===== src/hdl/coe_defs.vh =====
// register map, field positions and reset values of the comparator block
`ifndef COE_DEFS_VH
`define COE_DEFS_VH

// ----------------------------------------------------------------
// register byte offsets
// ----------------------------------------------------------------
`define COE_OFS_CTRL_PRI 8'h00
`define COE_OFS_CTRL_SEC 8'h04
`define COE_OFS_STATUS 8'h08
`define COE_OFS_CLEAR 8'h0C
`define COE_OFS_TMR_CTRL 8'h10
`define COE_OFS_TMR_COUNT 8'h14
`define COE_OFS_IRQ_EN 8'h18

// ----------------------------------------------------------------
// field positions (byte lanes and bit positions within the control words)
// ----------------------------------------------------------------
`define COE_LANE_ON 0
`define COE_LANE_POL 1
`define COE_LANE_HYS 2
`define COE_LANE_SYNC 3
`define COE_LANE_RISE 0
`define COE_LANE_FALL 1
`define COE_LANE_GLOBAL 2
`define COE_BIT_PERIPH_EN 16
`define COE_BIT_GLOBAL_EN 17
`define COE_BIT_TMR_EN 0
`define COE_BIT_TMR_PRESC 1
`define COE_SEL_LSB 2
`define COE_SEL_MSB 4

// ----------------------------------------------------------------
// reset values and bus answers
// ----------------------------------------------------------------
`define COE_RST_BYTE 8'h00
`define COE_RST_SEL 3'h0
`define COE_RESP_OKAY 2'h0
`define COE_RESP_SLVERR 2'h2
`define COE_MAX_CMP 8

`endif


===== src/hdl/coe_comparator_irq.v =====
// comparator output path, edge interrupts, gated timer and register slave
`timescale 1ns/1ps
`include "coe_defs.vh"

module coe_comparator_irq #(
    parameter NUM_CMP = 2,
    parameter TMR_W = 16
) (
    input wire mclk,
    input wire rst_n,
    input wire [7:0] s_axi_awaddr,
    input wire s_axi_awvalid,
    output reg s_axi_awready,
    input wire [31:0] s_axi_wdata,
    input wire [3:0] s_axi_wstrb,
    input wire s_axi_wvalid,
    output reg s_axi_wready,
    output reg [1:0] s_axi_bresp,
    output reg s_axi_bvalid,
    input wire s_axi_bready,
    input wire [7:0] s_axi_araddr,
    input wire s_axi_arvalid,
    output reg s_axi_arready,
    output reg [31:0] s_axi_rdata,
    output reg [1:0] s_axi_rresp,
    output reg s_axi_rvalid,
    input wire s_axi_rready,
    input wire [NUM_CMP-1:0] cmpRaw,
    input wire tmrSrcClk,
    input wire tmrPrescaledClk,
    output wire [NUM_CMP-1:0] hysteresisEnable,
    output wire [NUM_CMP-1:0] cmpOut,
    output reg timerGate,
    output reg irq
);

    localparam [7:0] CMP_MASK = 8'hFF >> (`COE_MAX_CMP - NUM_CMP);

    // ------------------------------------------------------------
    // address decode shared by the write and read paths
    // ------------------------------------------------------------
    function isOfs;
        input [7:0] addr;
        input [7:0] ofs;
        begin
            isOfs = (addr[7:2] == ofs[7:2]);
        end
    endfunction

    function mapped;
        input [7:0] addr;
        begin
            mapped = isOfs(addr, `COE_OFS_CTRL_PRI) |
                isOfs(addr, `COE_OFS_CTRL_SEC) |
                isOfs(addr, `COE_OFS_STATUS) |
                isOfs(addr, `COE_OFS_CLEAR) |
                isOfs(addr, `COE_OFS_TMR_CTRL) |
                isOfs(addr, `COE_OFS_TMR_COUNT) |
                isOfs(addr, `COE_OFS_IRQ_EN);
        end
    endfunction

    // ------------------------------------------------------------
    // state
    // ------------------------------------------------------------
    reg [7:0] onQ, polQ, hysQ, syncQ;
    reg [7:0] riseEnQ, fallEnQ, irqEnQ;
    reg periphEnQ, globalEnQ;
    reg tmrEnQ, prescQ;
    reg [2:0] selQ;
    reg [7:0] latchQ, outQ, flagQ;
    reg clkPrevQ;
    reg [TMR_W-1:0] countQ;
    reg awHeldQ, wHeldQ;
    reg [7:0] awAddrQ;
    reg [31:0] wDataQ;
    reg [3:0] wStrbQ;

    assign hysteresisEnable = hysQ[NUM_CMP-1:0];
    assign cmpOut = outQ[NUM_CMP-1:0];

    // ------------------------------------------------------------
    // write channel: address and data taken in either order
    // ------------------------------------------------------------
    wire awTake = s_axi_awvalid & s_axi_awready;
    wire wTake = s_axi_wvalid & s_axi_wready;
    wire awHas = awHeldQ | awTake;
    wire wHas = wHeldQ | wTake;
    wire wrFire = awHas & wHas & ~s_axi_bvalid;
    wire [7:0] wrAddr = awTake ? s_axi_awaddr : awAddrQ;
    wire [31:0] wrData = wTake ? s_axi_wdata : wDataQ;
    wire [3:0] wrStrb = wTake ? s_axi_wstrb : wStrbQ;
    wire wrOk = wrFire & mapped(wrAddr);
    wire bvalidD = wrFire | (s_axi_bvalid & ~s_axi_bready);
    wire awHeldD = awHas & ~wrFire;
    wire wHeldD = wHas & ~wrFire;

    wire wrPri = wrOk & isOfs(wrAddr, `COE_OFS_CTRL_PRI);
    wire wrSec = wrOk & isOfs(wrAddr, `COE_OFS_CTRL_SEC);
    wire wrClr = wrOk & isOfs(wrAddr, `COE_OFS_CLEAR);
    wire wrTmr = wrOk & isOfs(wrAddr, `COE_OFS_TMR_CTRL);
    wire wrIen = wrOk & isOfs(wrAddr, `COE_OFS_IRQ_EN);
    wire [7:0] clrVec = (wrClr & wrStrb[0]) ?
        (wrData[7:0] & CMP_MASK) : 8'h00;

    // ------------------------------------------------------------
    // comparator output path
    // ------------------------------------------------------------
    wire [7:0] rawPad;
    genvar k;
    generate
        for (k = 0; k < `COE_MAX_CMP; k = k + 1) begin : gPad
            if (k < NUM_CMP) begin : gUsed
                assign rawPad[k] = cmpRaw[k];
            end else begin : gIdle
                assign rawPad[k] = 1'b0;
            end
        end
    endgenerate

    // timer clocks are sampled levels; the mux may glitch one
    // edge when software flips the prescaler choice
    wire clkSel = prescQ ? tmrPrescaledClk : tmrSrcClk;
    wire tmrFall = clkPrevQ & ~clkSel;
    wire tmrRise = ~clkPrevQ & clkSel;

    // off forces low; inversion sits before latch and detectors
    wire [7:0] detV = onQ & (rawPad ^ polQ);
    wire [7:0] latchD = tmrFall ? detV : latchQ;
    wire [7:0] outD = (syncQ & latchD) | (~syncQ & detV);

    // detectors see on/pol changes too, so a disabled comparator
    // can still raise an edge
    wire [7:0] riseEv = outD & ~outQ & riseEnQ;
    wire [7:0] fallEv = ~outD & outQ & fallEnQ;
    wire [7:0] flagD = (flagQ & ~clrVec) | riseEv | fallEv;

    wire [7:0] gateHit;
    generate
        for (k = 0; k < `COE_MAX_CMP; k = k + 1) begin : gGate
            assign gateHit[k] = outD[k] & (selQ == k);
        end
    endgenerate

    // ------------------------------------------------------------
    // read mux
    // ------------------------------------------------------------
    reg [31:0] rdVal;
    always @* begin
        rdVal = 32'h0000_0000;
        if (isOfs(s_axi_araddr, `COE_OFS_CTRL_PRI)) begin
            rdVal = {syncQ, hysQ, polQ, onQ};
        end else if (isOfs(s_axi_araddr, `COE_OFS_CTRL_SEC)) begin
            rdVal = {14'h0000, globalEnQ, periphEnQ, fallEnQ, riseEnQ};
        end else if (isOfs(s_axi_araddr, `COE_OFS_STATUS)) begin
            rdVal = {16'h0000, outQ, flagQ};
        end else if (isOfs(s_axi_araddr, `COE_OFS_TMR_CTRL)) begin
            rdVal = {27'h0000000, selQ, prescQ, tmrEnQ};
        end else if (isOfs(s_axi_araddr, `COE_OFS_TMR_COUNT)) begin
            rdVal[TMR_W-1:0] = countQ;
        end else if (isOfs(s_axi_araddr, `COE_OFS_IRQ_EN)) begin
            rdVal = {24'h000000, irqEnQ};
        end
    end

    // ------------------------------------------------------------
    // bus handshake registers
    // ------------------------------------------------------------
    always @(posedge mclk) begin
        if (!rst_n) begin
            s_axi_awready <= 1'b0;
            s_axi_wready <= 1'b0;
            s_axi_bvalid <= 1'b0;
            s_axi_bresp <= `COE_RESP_OKAY;
            s_axi_arready <= 1'b0;
            s_axi_rvalid <= 1'b0;
            s_axi_rresp <= `COE_RESP_OKAY;
            s_axi_rdata <= 32'h0000_0000;
            awHeldQ <= 1'b0;
            wHeldQ <= 1'b0;
            awAddrQ <= 8'h00;
            wDataQ <= 32'h0000_0000;
            wStrbQ <= 4'h0;
        end else begin
            awHeldQ <= awHeldD;
            wHeldQ <= wHeldD;
            if (awTake) begin
                awAddrQ <= s_axi_awaddr;
            end
            if (wTake) begin
                wDataQ <= s_axi_wdata;
                wStrbQ <= s_axi_wstrb;
            end
            // no new write accepted while a response is pending
            s_axi_awready <= ~awHeldD & ~bvalidD;
            s_axi_wready <= ~wHeldD & ~bvalidD;
            s_axi_bvalid <= bvalidD;
            if (wrFire) begin
                s_axi_bresp <= mapped(wrAddr) ?
                    `COE_RESP_OKAY : `COE_RESP_SLVERR;
            end
            if (s_axi_arvalid & s_axi_arready) begin
                s_axi_rvalid <= 1'b1;
                s_axi_arready <= 1'b0;
                s_axi_rdata <= rdVal;
                s_axi_rresp <= mapped(s_axi_araddr) ?
                    `COE_RESP_OKAY : `COE_RESP_SLVERR;
            end else if (s_axi_rvalid) begin
                s_axi_rvalid <= ~s_axi_rready;
                s_axi_arready <= s_axi_rready;
            end else begin
                s_axi_arready <= 1'b1;
            end
        end
    end

    // ------------------------------------------------------------
    // control registers
    // ------------------------------------------------------------
    always @(posedge mclk) begin
        if (!rst_n) begin
            onQ <= `COE_RST_BYTE;
            polQ <= `COE_RST_BYTE;
            hysQ <= `COE_RST_BYTE;
            syncQ <= `COE_RST_BYTE;
            riseEnQ <= `COE_RST_BYTE;
            fallEnQ <= `COE_RST_BYTE;
            irqEnQ <= `COE_RST_BYTE;
            periphEnQ <= 1'b0;
            globalEnQ <= 1'b0;
            tmrEnQ <= 1'b0;
            prescQ <= 1'b0;
            selQ <= `COE_RST_SEL;
        end else begin
            if (wrPri & wrStrb[`COE_LANE_ON]) begin
                onQ <= wrData[7:0] & CMP_MASK;
            end
            if (wrPri & wrStrb[`COE_LANE_POL]) begin
                polQ <= wrData[15:8] & CMP_MASK;
            end
            if (wrPri & wrStrb[`COE_LANE_HYS]) begin
                hysQ <= wrData[23:16] & CMP_MASK;
            end
            if (wrPri & wrStrb[`COE_LANE_SYNC]) begin
                syncQ <= wrData[31:24] & CMP_MASK;
            end
            if (wrSec & wrStrb[`COE_LANE_RISE]) begin
                riseEnQ <= wrData[7:0] & CMP_MASK;
            end
            if (wrSec & wrStrb[`COE_LANE_FALL]) begin
                fallEnQ <= wrData[15:8] & CMP_MASK;
            end
            if (wrSec & wrStrb[`COE_LANE_GLOBAL]) begin
                periphEnQ <= wrData[`COE_BIT_PERIPH_EN];
                globalEnQ <= wrData[`COE_BIT_GLOBAL_EN];
            end
            if (wrIen & wrStrb[0]) begin
                irqEnQ <= wrData[7:0] & CMP_MASK;
            end
            if (wrTmr & wrStrb[0]) begin
                tmrEnQ <= wrData[`COE_BIT_TMR_EN];
                prescQ <= wrData[`COE_BIT_TMR_PRESC];
                selQ <= wrData[`COE_SEL_MSB:`COE_SEL_LSB];
            end
        end
    end

    // ------------------------------------------------------------
    // output path, flags, timer and interrupt line
    // ------------------------------------------------------------
    always @(posedge mclk) begin
        if (!rst_n) begin
            clkPrevQ <= 1'b0;
            latchQ <= `COE_RST_BYTE;
            outQ <= `COE_RST_BYTE;
            flagQ <= `COE_RST_BYTE;
            countQ <= {TMR_W{1'b0}};
            timerGate <= 1'b0;
            irq <= 1'b0;
        end else begin
            clkPrevQ <= clkSel;
            latchQ <= latchD;
            outQ <= outD;
            // flags fall only through the clear register
            flagQ <= flagD;
            timerGate <= |gateHit;
            // counting on the opposite edge to the latch: no race
            if (tmrEnQ & tmrRise & timerGate) begin
                countQ <= countQ + 1'b1;
            end
            irq <= (|(flagD & irqEnQ)) & periphEnQ & globalEnQ;
        end
    end

endmodule // coe_comparator_irq


===== config.mk =====
export PLATFORM = sky130hd
export DESIGN_NAME = coe_comparator_irq
export DESIGN_NICKNAME = d
export VERILOG_FILES = /design/src/hdl/coe_comparator_irq.v
export VERILOG_INCLUDE_DIRS = /design/src /design/src/hdl
export SDC_FILE = /design/constraint.sdc
export NUM_CORES = 1
export LEC_CHECK = 0
export BUFFER_PORTS_ARGS = -buffer_cell sky130_fd_sc_hd__buf_2
export CORE_MARGIN = 4
export CORE_UTILIZATION = 53
export CTS_CLUSTER_SIZE = 40
export DETAILED_ROUTE_END_ITERATION = 12
export GPL_ROUTABILITY_DRIVEN = 0
export PLACE_DENSITY_LB_ADDON = 0.25
export SLEW_MARGIN = 30
export SYNTH_ARGS = -nofsm -noshare
export SYNTH_HDL_FRONTEND = slang
export SYNTH_SLANG_ARGS = --single-unit

===== constraint.sdc =====
create_clock -name mclk -period 2.5 [get_ports mclk]
set_input_delay 0.125 -clock mclk [delete_from_list [all_inputs] [get_ports mclk]]
set_output_delay 0.125 -clock mclk [all_outputs]
set_load 0.02 [all_outputs]

==> results.cfg <==
[route]
remaining_routing_drc_violations = 0
drt-vias-per-instance = 5.23
firstDrtPassIters = 6
first_iter_violations = 145
drt-total-wl_mm = 8.63
vias = 3248
antenna_violating_nets_post_route = 0
drt-wirelength-per-cell_um = 13.9

[cts]
clkSinkCount = 96
tritoncts = done
ctsLongestPathBuffers = 2
holdBufCountCts = 0
cts.clk_slew.worst_paths_ns = 0.09
numCtsBuffers = 9
clock-root-buffer = sky130_fd_sc_hd__clkbuf_8
worst_skew_pair.late_latency_ns = 0.36
post_cts_buffers = 0
cts.htree.levels = 3
cts_resized = 0

[global_routing]
grt_start_max_net_pins = 58
via_count_of_the_first_global_routing_pass = 3050
track_usage_pct = 18.5
global_route_congestion_overflow_total = 0
number_of_antenna_violations_at_the_first_check_in_global_routing = 0
wire_length_of_the_first_global_routing_pass_mm = 14.5

[floorplan]
effective_utilization_at_floorplan_pct = 55.0
dieHeight_um = 97.8
die_w_um = 97.8
total_core_area_sq_um = 7770
io_pins = 110
floorplan.die_area_sq_um = 9560
row_count = 32

[timing]
worst_pin_slew_ns = 0.777
setup-violations-final = 0
finClkSkew_ns = 0.0108
final_max_slew_viol_count = 0
fmax_mhz = 464
setup_total_negative_slack_ns = 0
hold_slack_ns = 0.0269
timing.final.crit_period_ns = 2.15
rsz0062_at_grt = no
timing_hold_violations_final = 0
timing.slew.headroom_pct = 48.1
layout_worst_path_cycle_share_pct = 86.2

[worst_setup_path]
r2r_slack_ns = 0.35
worstSetupPathType = flip-flop to flip-flop
r2r_end = syncQ[1]
worst-endpoint-required_ns = 2.75
start_kind = flip-flop
timing.rr.start = s_axi_awready
arrival_ns = 2.41
r2r.worst_path.cells = 6
timing.critical_path.fanout_max = 11
worstSetupEndpointType = flip-flop

[place]
dp_hpwl_mm = 6.35
dpl_cell_area_sq_um = 4650
port_buffer_count = 70

[run_status]
outcome = complete, no violations

[synthesis]
synthesis.area_per_instance_sq_um = 9.47
synth_seq_cells = 96
synth_enable_flop_cells = 0
synth_cell_type_count = 48
postSynth.topFlopCell = sky130_fd_sc_hd__dfxtp_1
seq_area_frac_synth_pct = 45.0
synth.cell_area_sq_um = 4270
post_synth_inst_count = 451
postSynth.asyncResetShare_pct = 0
yosys_warns = 0

[worst_hold_path]
min_delay_src = s_axi_awaddr[5]
min_path_type = input port to flip-flop
hold-path-endpoint = awAddrQ[5]
timing.hold.worst_path_depth = 3

[cells_and_area]
final_nets = 578
syn2layout_area_growth_pct = 13.9
post-route-util_pct = 62.6
fraction_of_layout_cells_with_a_size_suffix_above_1_pct = 20.6
finalInstanceArea_sq_um = 4860
antenna_cells = 0
count_of_filler_cells_inserted_in_the_layout = 690

[power]
ir_drop_uv = 349
power.leakage_nw = 2.04
power.density_cell_area_nw_per_um2 = 597

[flow_run]
max-cap-violations = 0
cells in the mapped netlist, types with 2 or more instances:
cell                       number  area, sq um
sky130_fd_sc_hd__a211oi_1       2         15.0
sky130_fd_sc_hd__a21boi_0      14          105
sky130_fd_sc_hd__a21boi_1       3         22.5
sky130_fd_sc_hd__a21oi_1        9         45.0
sky130_fd_sc_hd__a222oi_1       3         30.0
sky130_fd_sc_hd__a22oi_1        9         67.6
sky130_fd_sc_hd__and2_1        23          144
sky130_fd_sc_hd__and3_1         6         37.5
sky130_fd_sc_hd__and4_1         2         17.5
sky130_fd_sc_hd__buf_2          2         10.0
sky130_fd_sc_hd__buf_4         14          105
sky130_fd_sc_hd__clkbuf_1      17         63.8
sky130_fd_sc_hd__dfxtp_1       96         1920
sky130_fd_sc_hd__inv_1         10         37.5
sky130_fd_sc_hd__mux2_2        10          113
sky130_fd_sc_hd__mux2i_1       36          360
sky130_fd_sc_hd__nand2_1       55          206
sky130_fd_sc_hd__nand2b_1       4         25.0
sky130_fd_sc_hd__nand3_1       15         75.1
sky130_fd_sc_hd__nand3b_1       5         37.5
sky130_fd_sc_hd__nand4_1        5         31.3
sky130_fd_sc_hd__nor2_1        14         52.6
sky130_fd_sc_hd__nor2b_1       38          238
sky130_fd_sc_hd__nor3_1         8         40.0
sky130_fd_sc_hd__nor3b_1        3         22.5
sky130_fd_sc_hd__o211ai_1       4         30.0
sky130_fd_sc_hd__o21ai_0        7         35.0
sky130_fd_sc_hd__o311ai_0       2         17.5
sky130_fd_sc_hd__xnor2_1       11         96.3
sky130_fd_sc_hd__xor2_1         6         52.6
cell usage in the layout, fill, tap and decap left out, types with 2 or more instances in the layout:
cell type and instances:
sky130_fd_sc_hd__buf_2 70, sky130_fd_sc_hd__and4_1 2, sky130_fd_sc_hd__xnor2_1 11, sky130_fd_sc_hd__clkbuf_8 9, sky130_fd_sc_hd__a222oi_1 3, sky130_fd_sc_hd__a21boi_0 14, sky130_fd_sc_hd__nand2_1 55, sky130_fd_sc_hd__conb_1 14
sky130_fd_sc_hd__buf_4 2, sky130_fd_sc_hd__bufinv_16 2, sky130_fd_sc_hd__a21oi_1 9, sky130_fd_sc_hd__and3_1 6, sky130_fd_sc_hd__nor2_1 14, sky130_fd_sc_hd__o311ai_0 2, sky130_fd_sc_hd__mux2i_1 36, sky130_fd_sc_hd__mux2_2 10
sky130_fd_sc_hd__a211oi_1 2, sky130_fd_sc_hd__nand4_1 5, sky130_fd_sc_hd__a22oi_1 9, sky130_fd_sc_hd__nor3_1 8, sky130_fd_sc_hd__and2_1 23, sky130_fd_sc_hd__clkbuf_1 2, sky130_fd_sc_hd__nor3b_1 3, sky130_fd_sc_hd__a21boi_1 3
sky130_fd_sc_hd__nand3b_1 5, sky130_fd_sc_hd__nand3_1 15, sky130_fd_sc_hd__nand2b_1 4, sky130_fd_sc_hd__nor2b_1 38, sky130_fd_sc_hd__dfxtp_1 96, sky130_fd_sc_hd__xor2_1 6, sky130_fd_sc_hd__o21ai_0 7, sky130_fd_sc_hd__inv_1 10
sky130_fd_sc_hd__o211ai_1 4
cells by family after synthesis:
kind of cell	Yosys count	share of synthesized area, %
and+or+nand+nor	186	24.2
adders and majority gates	1	0.293
xor gates and xnor gates	17	3.49
AOI/OAI and AO/OA	59	10.2
DFF	96	45.0
muxes	47	11.6
other	1	0.0878
buffers and inverters	44	5.16
final cells by class:
cell class	instances	area [sq um]	area share [%]
inverter	10	37.5	0.772
timing repair buffer	73	385	7.93
multi-input combinational	324	2180	44.8
sequential	96	1920	39.5
clock inverter	5	81.3	1.67
clock buffer	11	131	2.70
tap	102	128	2.63
stage by stage:
| stage | power (W) | instances | worst slack [ns] |
|---|---|---|---|
| after floorplan | 0.00179 | 464 | 0.557 |
| after detailed placement | 0.00185 | 605 | 0.403 |
| final | 0.00290 | 621 | 0.345 |
| after CTS | 0.00293 | 621 | 0.360 |
| after global placement | 0.00184 | 605 | 0.430 |
| after global routing | 0.00303 | 621 | 0.212 |
per-layer routing:
metal / track usage, % / part of all wire, %
met5: 0 / 0
met2: 30.3 / 48
met1: 24.7 / 46
met4: 6.50 / 1.5
met3: 3.14 / 4.4
report_power, final:
group          total (W)  switching, W  internal, W
sequential       0.00157     0.0000162      0.00156
clock            0.00109      0.000525     0.000565
combinational   0.000238      0.000145    0.0000929
sequential cells by signal (all words and copies together), names as in the netlist, 2 cells and up:
name	flops
s_axi_rdata	20
flagQ	2
selQ	3
polQ	2
countQ	16
wStrbQ	4
wDataQ	11
hysQ	2
syncQ	2
latchQ	2
awAddrQ	6
fallEnQ	2
outQ	2
irqEnQ	2
riseEnQ	2
onQ	2
critical path, cell delays in order (launching register included):
cell,delay (ns)
sky130_fd_sc_hd__dfxtp_1,0.33
sky130_fd_sc_hd__nand2_1,0.27
sky130_fd_sc_hd__nand3_1,0.19
sky130_fd_sc_hd__a211oi_4,0.47
sky130_fd_sc_hd__o211ai_2,0.26
sky130_fd_sc_hd__nor2_2,0.18
sky130_fd_sc_hd__mux2_2,0.35
worst max path at each step:
| stage | start | endpoint | cells past startpoint |
|---|---|---|---|
| after floorplan | s_axi_awready | syncQ[0] | 6 |
| after global placement | s_axi_awready | syncQ[0] | 6 |
| after detailed placement | s_axi_awready | syncQ[0] | 6 |
| after CTS | s_axi_awready | syncQ[1] | 6 |
| after global routing | s_axi_awready | syncQ[1] | 6 |
| final | s_axi_awready | syncQ[1] | 6 |
Power figures use the tool's default switching activity.
